File: src/adcseq_defs.vh
// Constants for the converter auto-copy sequencer.
// Assumes inclusion by bare name from the design files.
`ifndef ADCSEQ_DEFS_VH
`define ADCSEQ_DEFS_VH
`define ADCSEQ_ADDR_OFF 16'h0000
`define ADCSEQ_HI_FORCE 8'hFF
`define ADCSEQ_LO_MIN 8'hD0
`define ADCSEQ_LO_MAX 8'hFE
`define ADCSEQ_ONBOARD 16'hFFC8
`define ADCSEQ_DEST_BASE 16'h0708
`define ADCSEQ_RES_W 12
`define ADCSEQ_RES_HI_LSB 12
`define ADCSEQ_CNT_ALL 3'h7
`define ADCSEQ_CNT_ZERO 3'h0
`define ADCSEQ_READ_WAIT 8'h04
`define ADCSEQ_FIFO_DEPTH 8
`define ADCSEQ_FIFO_AW 3
`endif

File: src/adcseq_sync.v
// Two-flop synchroniser for one level from outside the clock domain.
// Assumes CLK domain is the sampling domain; first stage feeds only the second.
`timescale 1ns/1ps
module adcseq_sync (
  // Clock and reset
  input wire clk,
  input wire arst_n,
  input wire ce,
  // Level in and out
  input wire d,
  output reg q
);
  reg meta_q;
  // Two stages, first read only by the second
  always @(posedge clk or negedge arst_n) begin
    if (!arst_n) begin
      meta_q <= 1'b0;
      q <= 1'b0;
    end else if (ce) begin
      meta_q <= d;
      q <= meta_q;
    end
  end
endmodule // adcseq_sync

File: src/adcseq_fifo.v
// Synchronous FIFO held in flip-flops, valid/ready on both sides.
// Assumes single clock; a full FIFO drops in_ready so the writer stalls.
`timescale 1ns/1ps
module adcseq_fifo #(
  parameter WIDTH = 32,
  parameter DEPTH = 8,
  parameter AW = 3
) (
  // Clock and reset
  input wire clk,
  input wire arst_n,
  input wire ce,
  // Fill side
  input wire in_valid,
  output wire in_ready,
  input wire [WIDTH-1:0] in_data,
  // Drain side
  output wire out_valid,
  input wire out_ready,
  output wire [WIDTH-1:0] out_data
);
  reg [WIDTH-1:0] mem_q [0:DEPTH-1];
  reg [AW-1:0] wr_q;
  reg [AW-1:0] rd_q;
  reg [AW:0] cnt_q;
  wire push;
  wire pop;
  assign in_ready = (cnt_q != DEPTH[AW:0]);
  assign out_valid = (cnt_q != {(AW+1){1'b0}});
  assign out_data = mem_q[rd_q];
  assign push = in_valid && in_ready && ce;
  assign pop = out_valid && out_ready && ce;
  // Storage entries, written by index
  genvar gi;
  generate
    for (gi = 0; gi < DEPTH; gi = gi + 1) begin : g_ent
      localparam [AW-1:0] IDX = gi;
      always @(posedge clk or negedge arst_n) begin
        if (!arst_n) begin
          mem_q[gi] <= {WIDTH{1'b0}};
        end else if (push && (wr_q == IDX)) begin
          mem_q[gi] <= in_data;
        end
      end
    end
  endgenerate
  // Pointers and fill count; wrap at DEPTH
  always @(posedge clk or negedge arst_n) begin
    if (!arst_n) begin
      wr_q <= {AW{1'b0}};
      rd_q <= {AW{1'b0}};
      cnt_q <= {(AW+1){1'b0}};
    end else begin
      if (push) begin
        wr_q <= (wr_q == DEPTH[AW-1:0] - 1'b1) ? {AW{1'b0}} : wr_q + 1'b1;
      end
      if (pop) begin
        rd_q <= (rd_q == DEPTH[AW-1:0] - 1'b1) ? {AW{1'b0}} : rd_q + 1'b1;
      end
      if (push && !pop) begin
        cnt_q <= cnt_q + 1'b1;
      end else if (pop && !push) begin
        cnt_q <= cnt_q - 1'b1;
      end
    end
  end
endmodule // adcseq_fifo

File: src/adcseq_top.v
// Converter auto-copy sequencer: reads one converter board each phase tick
// and writes its two 12-bit results into a pair of memory words.
// Assumes a bus read port with a fixed READ_WAIT-cycle wait and no grant, and a memory write port with ready.
//
// Overview of operation
// - Board address zero disables all copying
// - Upper address byte forced to FF
// - Board at even FFD0..FFFE only
// - On-board converters accepted at FFC8
// - Registers read equal nonzero count setting plus one
// - Each tick copy register, then select next
// - Selection wraps cyclically to first register
// - Count zero cycles all eight registers
// - Each 24-bit register holds two results
// - Channels 1-8 to Y words 0708-070F
// - Channels 9-16 to X words 0708-070F
// - Only one board served by sequencer
`timescale 1ns/1ps
`include "adcseq_defs.vh"
module adcseq_top #(
  parameter ADDR_W = 16,
  parameter DATA_W = 24,
  parameter READ_WAIT = `ADCSEQ_READ_WAIT,
  parameter FIFO_DEPTH = `ADCSEQ_FIFO_DEPTH,
  parameter FIFO_AW = `ADCSEQ_FIFO_AW,
  parameter HAS_ONBOARD = 1
) (
  // Clock, reset, enable
  input wire CLK,
  input wire ARST_N,
  input wire CE,
  // Settings
  input wire [15:0] ADC_BOARD_ADDRESS_SETTING,
  input wire [2:0] ADC_REGISTER_COUNT_SETTING,
  input wire SETTING_WE,
  // Phase tick from the controller's phase clock pin
  input wire PHASE_TICK,
  // Converter board bus read
  output reg BUS_RD,
  output reg [ADDR_W-1:0] BUS_ADDR,
  input wire [DATA_W-1:0] BUS_RDATA,
  // Converter select write to board
  output reg BUS_SEL_WR,
  output reg [2:0] BUS_SEL,
  // Memory write port
  output reg MEM_WR,
  output reg MEM_SPACE_X,
  output reg [15:0] MEM_ADDR,
  output reg [23:0] MEM_WDATA,
  input wire MEM_READY,
  // Status
  output reg [15:0] BOARD_ADDR_EFF,
  output reg ADDR_VALID
);
  // One-hot states
  localparam [3:0] ST_IDLE = 4'b0001;
  localparam [3:0] ST_READ = 4'b0010;
  localparam [3:0] ST_PUSH = 4'b0100;
  localparam [3:0] ST_SEL = 4'b1000;

  reg [3:0] state_q;
  reg [3:0] state_d;
  reg [15:0] addr_q;
  reg [2:0] cnt_q;
  reg [2:0] sel_q;
  reg [2:0] sel_d;
  reg [7:0] wait_q;
  reg [DATA_W-1:0] sample_q;
  reg tick_dly_q;
  reg enabled_q;
  // Writer state, declared here since the buffer's drain gate reads it
  reg half_q;
  reg [11:0] sample_hold_q;
  wire tick_s;
  wire tick_rise;
  wire [2:0] last_sel;
  wire [15:0] addr_forced;
  wire lo_ok;
  wire addr_ok;
  wire fifo_in_ready;
  wire fifo_out_valid;
  wire [31:0] fifo_out_data;
  wire [31:0] fifo_in_data;

  // Tick pin arrives from outside the domain
  adcseq_sync u_sync (
    .clk(CLK),
    .arst_n(ARST_N),
    .ce(CE),
    .d(PHASE_TICK),
    .q(tick_s)
  );

  // Rising edge of the synchronised tick
  always @(posedge CLK or negedge ARST_N) begin
    if (!ARST_N) begin
      tick_dly_q <= 1'b0;
    end else if (CE) begin
      tick_dly_q <= tick_s;
    end
  end
  assign tick_rise = tick_s && !tick_dly_q;

  // Upper byte reads back as FF unless the address setting is zero
  assign addr_forced = (ADC_BOARD_ADDRESS_SETTING == `ADCSEQ_ADDR_OFF) ? `ADCSEQ_ADDR_OFF :
    {`ADCSEQ_HI_FORCE, ADC_BOARD_ADDRESS_SETTING[7:0]};
  // Even addresses in the board window only
  assign lo_ok = !addr_forced[0] && (addr_forced[7:0] >= `ADCSEQ_LO_MIN) &&
    (addr_forced[7:0] <= `ADCSEQ_LO_MAX);
  assign addr_ok = lo_ok || ((HAS_ONBOARD != 0) && (addr_forced == `ADCSEQ_ONBOARD));

  // Settings latch; a single board address means a single served board
  always @(posedge CLK or negedge ARST_N) begin
    if (!ARST_N) begin
      addr_q <= `ADCSEQ_ADDR_OFF;
      cnt_q <= `ADCSEQ_CNT_ZERO;
      enabled_q <= 1'b0;
    end else if (CE && SETTING_WE) begin
      addr_q <= addr_forced;
      cnt_q <= ADC_REGISTER_COUNT_SETTING;
      // Zero address or out-of-window address keeps copying off
      enabled_q <= (addr_forced != `ADCSEQ_ADDR_OFF) && addr_ok;
    end
  end

  // Count zero behaves like seven: all eight registers
  assign last_sel = (cnt_q == `ADCSEQ_CNT_ZERO) ? `ADCSEQ_CNT_ALL : cnt_q;

  // Results are two 12-bit halves, each headed to its own space
  // Register index sits at [26:24], right above the 24-bit sample
  assign fifo_in_data = {5'h00, sel_q, sample_q};

  // Result buffer between bus read and memory write
  adcseq_fifo #(
    .WIDTH(32),
    .DEPTH(FIFO_DEPTH),
    .AW(FIFO_AW)
  ) u_fifo (
    .clk(CLK),
    .arst_n(ARST_N),
    .ce(CE),
    .in_valid(state_q == ST_PUSH),
    .in_ready(fifo_in_ready),
    .in_data(fifo_in_data),
    .out_valid(fifo_out_valid),
    // No pop while the X half of the previous entry is still pending
    .out_ready(MEM_READY && !MEM_WR && !half_q),
    .out_data(fifo_out_data)
  );

  // Sequencer next state
  always @* begin
    state_d = state_q;
    sel_d = sel_q;
    case (state_q)
      ST_IDLE: begin
        if (tick_rise && enabled_q) begin
          state_d = ST_READ;
        end
      end
      ST_READ: begin
        if (wait_q == 8'h00) begin
          state_d = ST_PUSH;
        end
      end
      ST_PUSH: begin
        // A full buffer stalls the sequencer here
        if (fifo_in_ready) begin
          state_d = ST_SEL;
          sel_d = (sel_q >= last_sel) ? 3'h0 : sel_q + 3'h1;
        end
      end
      ST_SEL: begin
        state_d = ST_IDLE;
      end
      default: begin
        state_d = ST_IDLE;
      end
    endcase
  end

  // Sequencer registers and board bus strobes
  always @(posedge CLK or negedge ARST_N) begin
    if (!ARST_N) begin
      state_q <= ST_IDLE;
      sel_q <= 3'h0;
      wait_q <= 8'h00;
      sample_q <= {DATA_W{1'b0}};
      BUS_RD <= 1'b0;
      BUS_ADDR <= {ADDR_W{1'b0}};
      BUS_SEL_WR <= 1'b0;
      BUS_SEL <= 3'h0;
    end else if (CE) begin
      state_q <= state_d;
      sel_q <= sel_d;
      BUS_SEL_WR <= 1'b0;
      if (!enabled_q) begin
        sel_q <= 3'h0;
      end
      if (state_q == ST_IDLE && state_d == ST_READ) begin
        BUS_RD <= 1'b1;
        BUS_ADDR <= addr_q[ADDR_W-1:0];
        wait_q <= READ_WAIT[7:0];
      end else if (state_q == ST_READ) begin
        if (wait_q == 8'h00) begin
          BUS_RD <= 1'b0;
          sample_q <= BUS_RDATA;
        end else begin
          wait_q <= wait_q - 8'h01;
        end
      end
      // Next register selected right after the copy, so it converts before the next tick
      if (state_q == ST_PUSH && state_d == ST_SEL) begin
        BUS_SEL_WR <= 1'b1;
        BUS_SEL <= sel_d;
        BUS_ADDR <= addr_q[ADDR_W-1:0];
      end
    end
  end

  // Memory writer: Y word then X word for each buffered sample
  always @(posedge CLK or negedge ARST_N) begin
    if (!ARST_N) begin
      MEM_WR <= 1'b0;
      MEM_SPACE_X <= 1'b0;
      MEM_ADDR <= 16'h0000;
      MEM_WDATA <= 24'h00_0000;
      half_q <= 1'b0;
    end else if (CE) begin
      if (MEM_WR && MEM_READY) begin
        MEM_WR <= 1'b0;
      end else if (!MEM_WR && fifo_out_valid && MEM_READY && !half_q) begin
        MEM_WR <= 1'b1;
        MEM_SPACE_X <= 1'b0;
        MEM_ADDR <= `ADCSEQ_DEST_BASE + {13'h0000, fifo_out_data[26:24]};
        // Low twelve bits carry the result; sign extension left to the consumer
        MEM_WDATA <= {12'h000, fifo_out_data[`ADCSEQ_RES_W-1:0]};
        half_q <= 1'b1;
      end else if (!MEM_WR && half_q) begin
        MEM_WR <= 1'b1;
        MEM_SPACE_X <= 1'b1;
        MEM_WDATA <= {12'h000, sample_hold_q};
        half_q <= 1'b0;
      end
    end
  end

  // Upper half held while the Y word is written, since the entry pops then
  always @(posedge CLK or negedge ARST_N) begin
    if (!ARST_N) begin
      sample_hold_q <= 12'h000;
    end else if (CE && !MEM_WR && fifo_out_valid && MEM_READY && !half_q) begin
      sample_hold_q <= fifo_out_data[`ADCSEQ_RES_HI_LSB+11:`ADCSEQ_RES_HI_LSB];
    end
  end

  // Status outputs; the board is reached only through this sequencer
  always @(posedge CLK or negedge ARST_N) begin
    if (!ARST_N) begin
      BOARD_ADDR_EFF <= 16'h0000;
      ADDR_VALID <= 1'b0;
    end else if (CE) begin
      BOARD_ADDR_EFF <= addr_q;
      ADDR_VALID <= enabled_q;
    end
  end
endmodule // adcseq_top

File: config.mk
export PLATFORM = sky130hd
export DESIGN_NAME = adcseq_top
export DESIGN_NICKNAME = d
export VERILOG_FILES = /design/src/adcseq_sync.v /design/src/adcseq_fifo.v /design/src/adcseq_top.v
export VERILOG_INCLUDE_DIRS = /design/src /design/src/src
export SDC_FILE = /design/constraint.sdc
export NUM_CORES = 1
export LEC_CHECK = 0
export BUFFER_PORTS_ARGS = -buffer_cell sky130_fd_sc_hd__buf_2
export CELL_PAD_IN_SITES_DETAIL_PLACEMENT = 1
export CELL_PAD_IN_SITES_GLOBAL_PLACEMENT = 2
export CORE_MARGIN = 10
export CORE_UTILIZATION = 33
export DETAILED_ROUTE_END_ITERATION = 8
export GPL_ROUTABILITY_DRIVEN = 0
export PLACE_DENSITY = 0.68
export SLEW_MARGIN = 25
export SYNTH_ARGS = -nofsm -noshare
export SYNTH_HDL_FRONTEND = slang
export SYNTH_HIERARCHICAL = 1
export SYNTH_SLANG_ARGS = --single-unit
File: constraint.sdc
create_clock -name CLK -period 3.93 [get_ports CLK]
set_input_delay 0.9825 -clock CLK [delete_from_list [all_inputs] [get_ports CLK]]
set_output_delay 0.9825 -clock CLK [all_outputs]
set_load 0.01 [all_outputs]
==> impl_metrics.json, run 1 <==
{
  "ir_worst_vdd_mv": 0.357,
  "use_met2_pct": 21.1,
  "htreeDepth": 2,
  "multiInputGateArea_mm2": 0.00636,
  "hold_viol": 0,
  "antennaDiodeCount": 0,
  "hold_path.class": "input port to async pin",
  "grt_usage_pct": 13.2,
  "crit_arrival_ns": 3.54,
  "num_rows": 79,
  "numClockSinks": 336,
  "cp_max_fo": 10,
  "grt_pass1_wl_um": 58400,
  "reg2reg_slack_ns": 0.80,
  "max-clock-path-buffers": 3,
  "fin_area_mm2": 0.0176,
  "drtPass1Iterations": 5,
  "cts_hold_buf": 0,
  "crit_path_end_kind": "flop",
  "slowest_stage": "or4_1",
  "fin_skew_ns": 0.0254,
  "status": "complete, no violations",
  "startpoint_type": "flop",
  "initial_core_util_pct": 33.2,
  "cts_tree": "done",
  "ioPinCount": 129,
  "cellPowerDensity_mw_per_mm2": 499,
  "coreArea_mm2": 0.0464,
  "maxCapViolations": 0,
  "viasPerCell": 4.92,
  "max_freq_ghz": 0.320,
  "yosysWarnings": 6,
  "post-cts-setup-buffers": 0,
  "netlist_area_mm2": 0.0154,
  "leakage_nw": 8.65,
  "die-width_um": 236,
  "synthCells": 1009,
  "final_antenna_net_count": 0,
  "top_usage_layer": "met2",
  "timing.final.crit_share_pct": 79.5,
  "timing.rr.end": "u_fifo/cnt_q[3]",
  "area_growth_pct": 14.7,
  "worstPathCellList": "nor4b_4, buf_4, nand2_1, nor2_1, ha_1, inv_1, ha_1, or4_1, o211ai_1, o211ai_1",
  "setup_viol": 0,
  "cts_inserted_buffers": 38,
  "path_class": "flop to flop",
  "grtUsageMet3_pct": 2.25,
  "layout.nets": 1170,
  "grt_max_degree": 93,
  "relSlewSlack_pct": 37.0,
  "wl_per_cell_um": 21.1,
  "crit_path_max_incr_delay_ns": 0.53,
  "finalMaxSlewViolations": 0,
  "die_h_um": 236,
  "totalWireLength_um": 36700,
  "tns_ns": 0,
  "grt_use_met1_pct": 17.8,
  "root_buffer": "clkbuf_16",
  "path_clk_slew_ns": 0.06,
  "reg2reg_depth": 10,
  "vias": 8550,
  "place_area_mm2": 0.0164,
  "tightest_slew_ns": 0.945,
  "clk_latency_ns": 0.55,
  "fill_cells": 4750,
  "grt_pass1_vias": 9630,
  "cts-resized-gates": 0,
  "rsz0062_at_grt": "false",
  "drive_gt1_share_pct": 46.5,
  "antenna_found_initial": 0,
  "drcViolationCount": 0,
  "numPortBuffers": 107,
  "dpl.hpwl_um": 22700,
  "syn_area_per_cell_um2": 15.3,
  "dieArea_mm2": 0.0557,
  "fin_crit_ns": 3.13,
  "drt_iter0_markers": 423,
  "r2r-start": "state_q[1]",
  "required_ns": 4.35,
  "regArea_mm2": 0.00842,
  "overflow": 0
}
## how the worst max path moves through the flow
stage                           from              end  slack [ns]  depth (start not counted)
after floorplan            MEM_READY  u_fifo/cnt_q[3]        1.02                          9
after global placement     MEM_READY  u_fifo/cnt_q[3]        0.72                         10
after detailed placement   MEM_READY  u_fifo/cnt_q[3]        0.66                         10
after CTS                 state_q[1]  u_fifo/cnt_q[3]        0.78                         10
after global routing      state_q[1]  u_fifo/cnt_q[3]        0.58                         10
final                     state_q[1]  u_fifo/cnt_q[3]        0.80                         10
## cell usage in the layout, fill, tap and decap left out, drive strengths merged, types with 2 or more instances in the layout
master and n:
a211oi 2, a21o 5, a21oi 10, a222oi 12
and3 5, buf 130, bufinv 2, clkbuf 59
clkinv 3, conb 21, dfrtp 335, ha 16
inv 30, mux2 321, mux2i 4, mux4 54
nand2 26, nand2b 2, nand3 9, nand4 2
nor2 13, nor3 5, nor3b 6, nor4 4
nor4b 6, o211ai 5, o21ai 10, or2 2
or3 4, or4 3, xnor2 4, xor2 2
## state kept, by name, indices dropped and copies added, names as in the netlist, 8 cells and up
register	count
BUS_ADDR	9
addr_q	9
MEM_WDATA	12
u_fifo/mem_q	216
wait_q	8
sample_hold_q	12
BOARD_ADDR_EFF	9
sample_q	24
## per-layer routing
layer	vias up	wire length [µm]	share of wire [%]
li1	3827	-	-
met1	4558	17300	47
met2	117	17400	47
met3	48	1270	3.5
met4	0	699	1.9
met5	-	0	0
## power breakdown
part	switching, W	leakage [nW]	internal (W)
logic	0.000683	3.46	0.000630
clock network	0.00141	0.605	0.00211
registers	0.000351	4.59	0.00363
## stage by stage
| step | worst slack, ns | util [%] | hold WS (ns) | instances | power, W |
|---|---|---|---|---|---|
| after global routing | 0.582 | 38.1 | 0.449 | 1737 | 0.00926 |
| after global placement | 0.718 | 35.4 | 0.462 | 1671 | 0.00539 |
| final | 0.805 | 38.1 | 0.414 | 1737 | 0.00881 |
| after CTS | 0.783 | 38.1 | 0.436 | 1737 | 0.00900 |
| after detailed placement | 0.660 | 35.4 | 0.467 | 1671 | 0.00541 |
| after floorplan | 1.02 | - | 0.452 | 1029 | 0.00490 |
## final cells by class
type,instances,share of cell area [%]
multi-input cells,570,36.1
inverters,28,0.596
well taps,607,4.30
flip-flops and latches,336,47.7
clock inverters,7,0.588
clock buffers,59,6.40
repair buffers,130,4.35
## critical path, delay by kind of cell, from the launching register on
kind,cells,cell delay [ns]
AO/OA/AOI/OAI,2,0.21
flip-flops,1,0.45
buffers and inverters,2,0.34
adder cells (fa/ha/maj),2,0.68
AND/OR/NAND/NOR,4,1.31
Power figures use the tool's default switching activity.
==> inputs of run 2 (changes only) <==
- PLACE_DENSITY: 0.68 -> 0.71
- clock period: 3.93 -> 2.75 ns (I/O delays scaled with it)
==> run 2 against run 1 <==
- non-clock buffer count grew 19
- register-to-register slack lost 0.65 ns
- die area is the same
- core utilization grew 0.85 points
- setup slack lost 0.65 ns
- design area grew 2.2%
- clock power grew 52%
- final cell count grew 1.3%
- sequential cell count is the same
- largest cell class unchanged
==> impl_metrics.json, run 2 (synthesis gave the netlist of run 1 again) <==
{
  "status": "complete, no violations",
  "cellPowerDensity_mw_per_mm2": 724,
  "rsz0062_at_grt": "false",
  "clock_power_share_pct": 41.0,
  "die_h_um": 236,
  "totalWireLength_um": 36900,
  "tightest_slew_ns": 0.730,
  "cp_max_fo": 4,
  "leakage_nw": 8.84,
  "fin_area_mm2": 0.0180,
  "final_antenna_net_count": 0,
  "maxCapViolations": 0,
  "top_regs": "u_fifo/mem_q x216, sample_q x24",
  "path_class": "flop to flop",
  "setup_viol": 0,
  "dpl.hpwl_um": 23400,
  "path_buf_inv": 2,
  "internal-power_w": 0.00943,
  "finalMaxSlewViolations": 0,
  "required_ns": 3.18,
  "post-cts-setup-buffers": 0,
  "root_buffer": "clkbuf_16",
  "drive_gt1_share_pct": 48.5,
  "ioPinCount": 129,
  "ir_worst_vdd_mv": 0.564,
  "timing.rr.end": "u_fifo/cnt_q[3]",
  "grt_pass1_wl_um": 58800,
  "largest_register_ffs": 216,
  "crit_arrival_ns": 3.03,
  "max-clock-path-buffers": 3,
  "grtUsageMet3_pct": 2.15,
  "slowest_stage": "or4_4",
  "tns_ns": 0,
  "r2r-start": "u_fifo/cnt_q[3]",
  "grt_pass1_vias": 9729,
  "grt_use_met1_pct": 17.5,
  "drcViolationCount": 0,
  "overflow": 0,
  "clk_latency_ns": 0.57,
  "hold_path.class": "input port to async pin",
  "swShare_pct": 27.8,
  "cp_top_family": "simple AND/OR/NAND/NOR gates",
  "drt_iter0_markers": 479,
  "antennaDiodeCount": 0,
  "vias": 8697,
  "wl_per_cell_um": 20.9,
  "crit_path_max_incr_delay_ns": 0.54,
  "hold_viol": 0,
  "relSlewSlack_pct": 51.4,
  "cts_hold_buf": 0,
  "die-width_um": 236,
  "numPortBuffers": 107,
  "crit_path_end_kind": "flop",
  "startpoint_type": "flop",
  "area_growth_pct": 17.3,
  "num_rows": 79,
  "dieArea_mm2": 0.0557,
  "comb_power_share_pct": 16.9,
  "regMostFlops": "u_fifo/mem_q",
  "antenna_found_initial": 0,
  "final_cell_mix": "dfrtp_1, mux2_2, buf_2",
  "cts-resized-gates": 0,
  "fin_skew_ns": 0.0328,
  "fill_cells": 4688,
  "final_common_cell": "dfrtp_1",
  "place_area_mm2": 0.0167,
  "viasPerCell": 4.94,
  "cts_inserted_buffers": 39,
  "use_met2_pct": 21.8,
  "switching_power_w": 0.00363,
  "setup_ws_ns": 0.152,
  "coreArea_mm2": 0.0464,
  "cts_tree": "done",
  "htreeDepth": 2,
  "dp_cells": 1690,
  "worstPathCellList": "or4_4, and3_1, inv_1, ha_1, inv_1, ha_1, or4_1, o211ai_1, o211ai_1",
  "reg2reg_slack_ns": 0.15,
  "layout.nets": 1190,
  "pre_cts_slack_ns": -0.0219,
  "seqPwrFrac_pct": 42.1,
  "timing.final.crit_share_pct": 94.5,
  "drtPass1Iterations": 6,
  "regArea_mm2": 0.00841,
  "max_freq_ghz": 0.385,
  "grt_usage_pct": 13.2,
  "top_usage_layer": "met2",
  "numClockSinks": 336,
  "reg2reg_depth": 9,
  "path_clk_slew_ns": 0.06,
  "fin_crit_ns": 2.60,
  "initial_core_util_pct": 33.2,
  "stdcell_count": 1760,
  "multiInputGateArea_mm2": 0.00637,
  "grt_max_degree": 70
}
## run 2: changes by cell type in the layout (fill, tap and decap cells not counted), moves of 4 or more
cell,delta
clkbuf_1,-8
clkbuf_8,+6
clkinv_2,+4
buf_4,+9
buf_12,+10
## run 2: worst reg2reg max path, delay by kind of cell, from the launching register on
family / cells / cell delay, ns
adders and majority gates: 2 / 0.46
DFF: 1 / 0.38
AOI/OAI and AO/OA: 2 / 0.20
buffers and inverters: 2 / 0.16
and+or+nand+nor: 3 / 1.28
## run 2: power by group through the flow
| stage | Combinational, W | Sequential, W | Clock (W) |
|---|---|---|---|
| after CTS | 0.00226 | 0.00551 | 0.00552 |
| after floorplan | 0.00152 | 0.00549 | 0 |
| after global placement | 0.00223 | 0.00558 | 0 |
| final | 0.00221 | 0.00550 | 0.00535 |
| after global routing | 0.00242 | 0.00555 | 0.00572 |
| after detailed placement | 0.00226 | 0.00559 | 0 |
## run 2: per-stage QoR
step	util [%]	hold slack, ns	power (W)
2_1_floorplan	-	0.392	0.00701
3_3_place_gp	36.0	0.463	0.00781
3_5_place_dp	36.0	0.470	0.00785
4_1_cts	38.9	0.0770	0.0133
5_1_grt	38.9	0.0982	0.0137
6_report	38.9	0.0628	0.0131
## run 2: metal layers
metal	vias up	part of all wire (%)	wire (µm)
li1	3880	-	-
met1	4659	46	17100
met2	110	49	18000
met3	48	3.0	1090
met4	0	2.0	735
met5	-	0	0
## run 2: cell type report
cell class,instances,share of cell area (%)
flip-flops and latches,336,46.6
clock inverters,12,0.846
inverters,28,0.582
well taps,607,4.21
repair buffers,149,5.74
clock buffers,58,6.69
multi-input cells,570,35.3
## run 2: worst max-delay path by stage
stage,depth (start not counted),endpoint,slack [ns],from
2_1_floorplan,9,u_fifo/cnt_q[3],0.007,state_q[1]
3_3_place_gp,10,u_fifo/cnt_q[3],0.04,MEM_READY
3_5_place_dp,10,u_fifo/cnt_q[3],-0.02,MEM_READY
4_1_cts,9,u_fifo/cnt_q[3],0.1,u_fifo/cnt_q[3]
5_1_grt,9,u_fifo/cnt_q[3],0.009,u_fifo/cnt_q[3]
6_report,9,u_fifo/cnt_q[3],0.15,u_fifo/cnt_q[3]
==> inputs of run 3 (changes only) <==
- CELL_PAD_IN_SITES_DETAIL_PLACEMENT: 1 -> default
- CELL_PAD_IN_SITES_GLOBAL_PLACEMENT: 2 -> default
- PLACE_DENSITY: 0.71 -> 0.57
==> run 3 against run 2 <==
- total power grew 0.11%
- critical path depth stayed put
- non-clock buffer count decreased by 1
- sequential power barely moved
- final cell count barely moved
- design area barely moved
- highest routed layer unchanged
- critical path type unchanged
- largest power group unchanged
==> impl_metrics.json, run 3 (synthesis gave the netlist of run 1 again) <==
{
  "status": "complete, no violations",
  "grt_pass1_wl_um": 57300,
  "area_growth_pct": 17.2,
  "cts_hold_buf": 0,
  "initial_core_util_pct": 33.2,
  "fin_area_mm2": 0.0180,
  "final_antenna_net_count": 0,
  "timing.rr.end": "u_fifo/cnt_q[3]",
  "pre_cts_slack_ns": 0.0463,
  "ir_worst_vdd_mv": 0.485,
  "cp_max_fo": 4,
  "dpl.hpwl_um": 22300,
  "switching_power_w": 0.00358,
  "maxCapViolations": 0,
  "tns_ns": 0,
  "clk_latency_ns": 0.55,
  "root_buffer": "clkbuf_16",
  "largest_register_ffs": 216,
  "drtPass1Iterations": 5,
  "internal-power_w": 0.00950,
  "required_ns": 3.17,
  "swShare_pct": 27.3,
  "comb_power_share_pct": 17.1,
  "clock_power_share_pct": 40.6,
  "final_cell_mix": "dfrtp_1, mux2_2, buf_2",
  "htreeDepth": 2,
  "dieArea_mm2": 0.0557,
  "numPortBuffers": 107,
  "num_rows": 79,
  "relSlewSlack_pct": 48.2,
  "max_freq_ghz": 0.385,
  "drcViolationCount": 0,
  "max-clock-path-buffers": 3,
  "finalMaxSlewViolations": 0,
  "seqPwrFrac_pct": 42.3,
  "rsz0062_at_grt": "false",
  "setup_viol": 0,
  "path_clk_slew_ns": 0.06,
  "ioPinCount": 129,
  "reg2reg_slack_ns": 0.15,
  "wl_per_cell_um": 20.2,
  "viasPerCell": 4.96,
  "grt_pass1_vias": 9588,
  "crit_arrival_ns": 3.02,
  "hold_path.class": "input port to async pin",
  "die_h_um": 236,
  "reg2reg_depth": 9,
  "tightest_slew_ns": 0.777,
  "regMostFlops": "u_fifo/mem_q",
  "path_class": "flop to flop",
  "hold_viol": 0,
  "setup_ws_ns": 0.150,
  "slowest_stage": "or4_4",
  "antenna_found_initial": 0,
  "leakage_nw": 8.82,
  "final_common_cell": "dfrtp_1",
  "drt_iter0_markers": 576,
  "antennaDiodeCount": 0,
  "totalWireLength_um": 35600,
  "coreArea_mm2": 0.0464,
  "cellPowerDensity_mw_per_mm2": 725,
  "startpoint_type": "flop",
  "grt_usage_pct": 12.8,
  "place_area_mm2": 0.0167,
  "worstPathCellList": "or4_4, and3_1, inv_1, ha_2, inv_2, ha_1, or4_1, o211ai_1, o211ai_1",
  "fin_crit_ns": 2.60,
  "vias": 8730,
  "cts_inserted_buffers": 40,
  "overflow": 0,
  "grt_max_degree": 65,
  "startpoint": "u_fifo/cnt_q[3]",
  "fill_cells": 4320,
  "numClockSinks": 336,
  "layout.nets": 1190,
  "fin_hold_ws_ns": 0.0627,
  "drive_gt1_share_pct": 48.4,
  "fin_skew_ns": 0.0157,
  "crit_path_end_kind": "flop",
  "timing.final.crit_share_pct": 94.5,
  "fin_util_pct": 38.9,
  "crit_path_max_incr_delay_ns": 0.54,
  "top_regs": "u_fifo/mem_q x216, sample_q x24",
  "cts_tree": "done",
  "r2r-start": "u_fifo/cnt_q[3]",
  "die-width_um": 236,
  "crit_top_cell": "o211ai_1"
}
## run 3: cell types whose count changed in the layout (fill, tap and decap cells not counted), moves of 2 or more
cell       change
clkbuf_8       -7
clkbuf_1       +5
buf_4          -2
clkbuf_16      +2
dfrtp_1        -2
dfrtp_2        +2
inv_6          +2
## run 3: worst max-delay path: cells and delay by family, from the launching register on
family	cells	cell delay, ns
DFF	1	0.42
buffers and inverters	2	0.12
and+or+nand+nor	3	1.27
adders and majority gates	2	0.46
AOI/OAI and AO/OA	2	0.21
## run 3: power groups by stage
stage,Combinational (W),Clock [W],Sequential (W)
after floorplan,0.00152,0,0.00549
after global routing,0.00244,0.00565,0.00558
after detailed placement,0.00224,0,0.00563
final,0.00223,0.00531,0.00553
after CTS,0.00224,0.00548,0.00554
after global placement,0.00222,0,0.00562
## run 3: stage by stage
stage	total power (W)	instances
5_1_grt	0.0137	1759
4_1_cts	0.0133	1756
6_report	0.0131	1759
3_5_place_dp	0.00787	1686
3_3_place_gp	0.00784	1686
2_1_floorplan	0.00701	1029
## run 3: timing repair
action,in CTS,in global routing
setup endpoints to repair,0,1
gates resized for setup,0,5
setup buffers,0,3
## run 3: worst max path at each step
stage,to,slack (ns),cells past startpoint
after detailed placement,u_fifo/cnt_q[3],0.05,10
final,u_fifo/cnt_q[3],0.15,9
after global placement,u_fifo/cnt_q[3],0.08,10
after floorplan,u_fifo/cnt_q[3],0.007,9
after CTS,u_fifo/cnt_q[3],0.06,9
after global routing,u_fifo/cnt_q[3],0.007,9
## run 3: final cells by class
class	instances	area [µm²]	share of cell area, %
Clock buffer	58	1180	6.54
Clock inverter	12	149	0.826
Inverter	28	105	0.583
Multi-Input combinational cell	570	6380	35.4
Sequential cell	336	8420	46.7
Tap cell	607	759	4.21
Timing Repair Buffer	148	1040	5.77
## run 3: per-layer routing
| metal | wire length (µm) | GRT usage [%] | up-vias |
|---|---|---|---|
| li1 | - | - | 3889 |
| met1 | 16400 | 17.3 | 4632 |
| met5 | 0 | 0 | - |
| met4 | 682 | 4.04 | 0 |
| met3 | 1770 | 2.50 | 41 |
| met2 | 16700 | 20.4 | 168 |
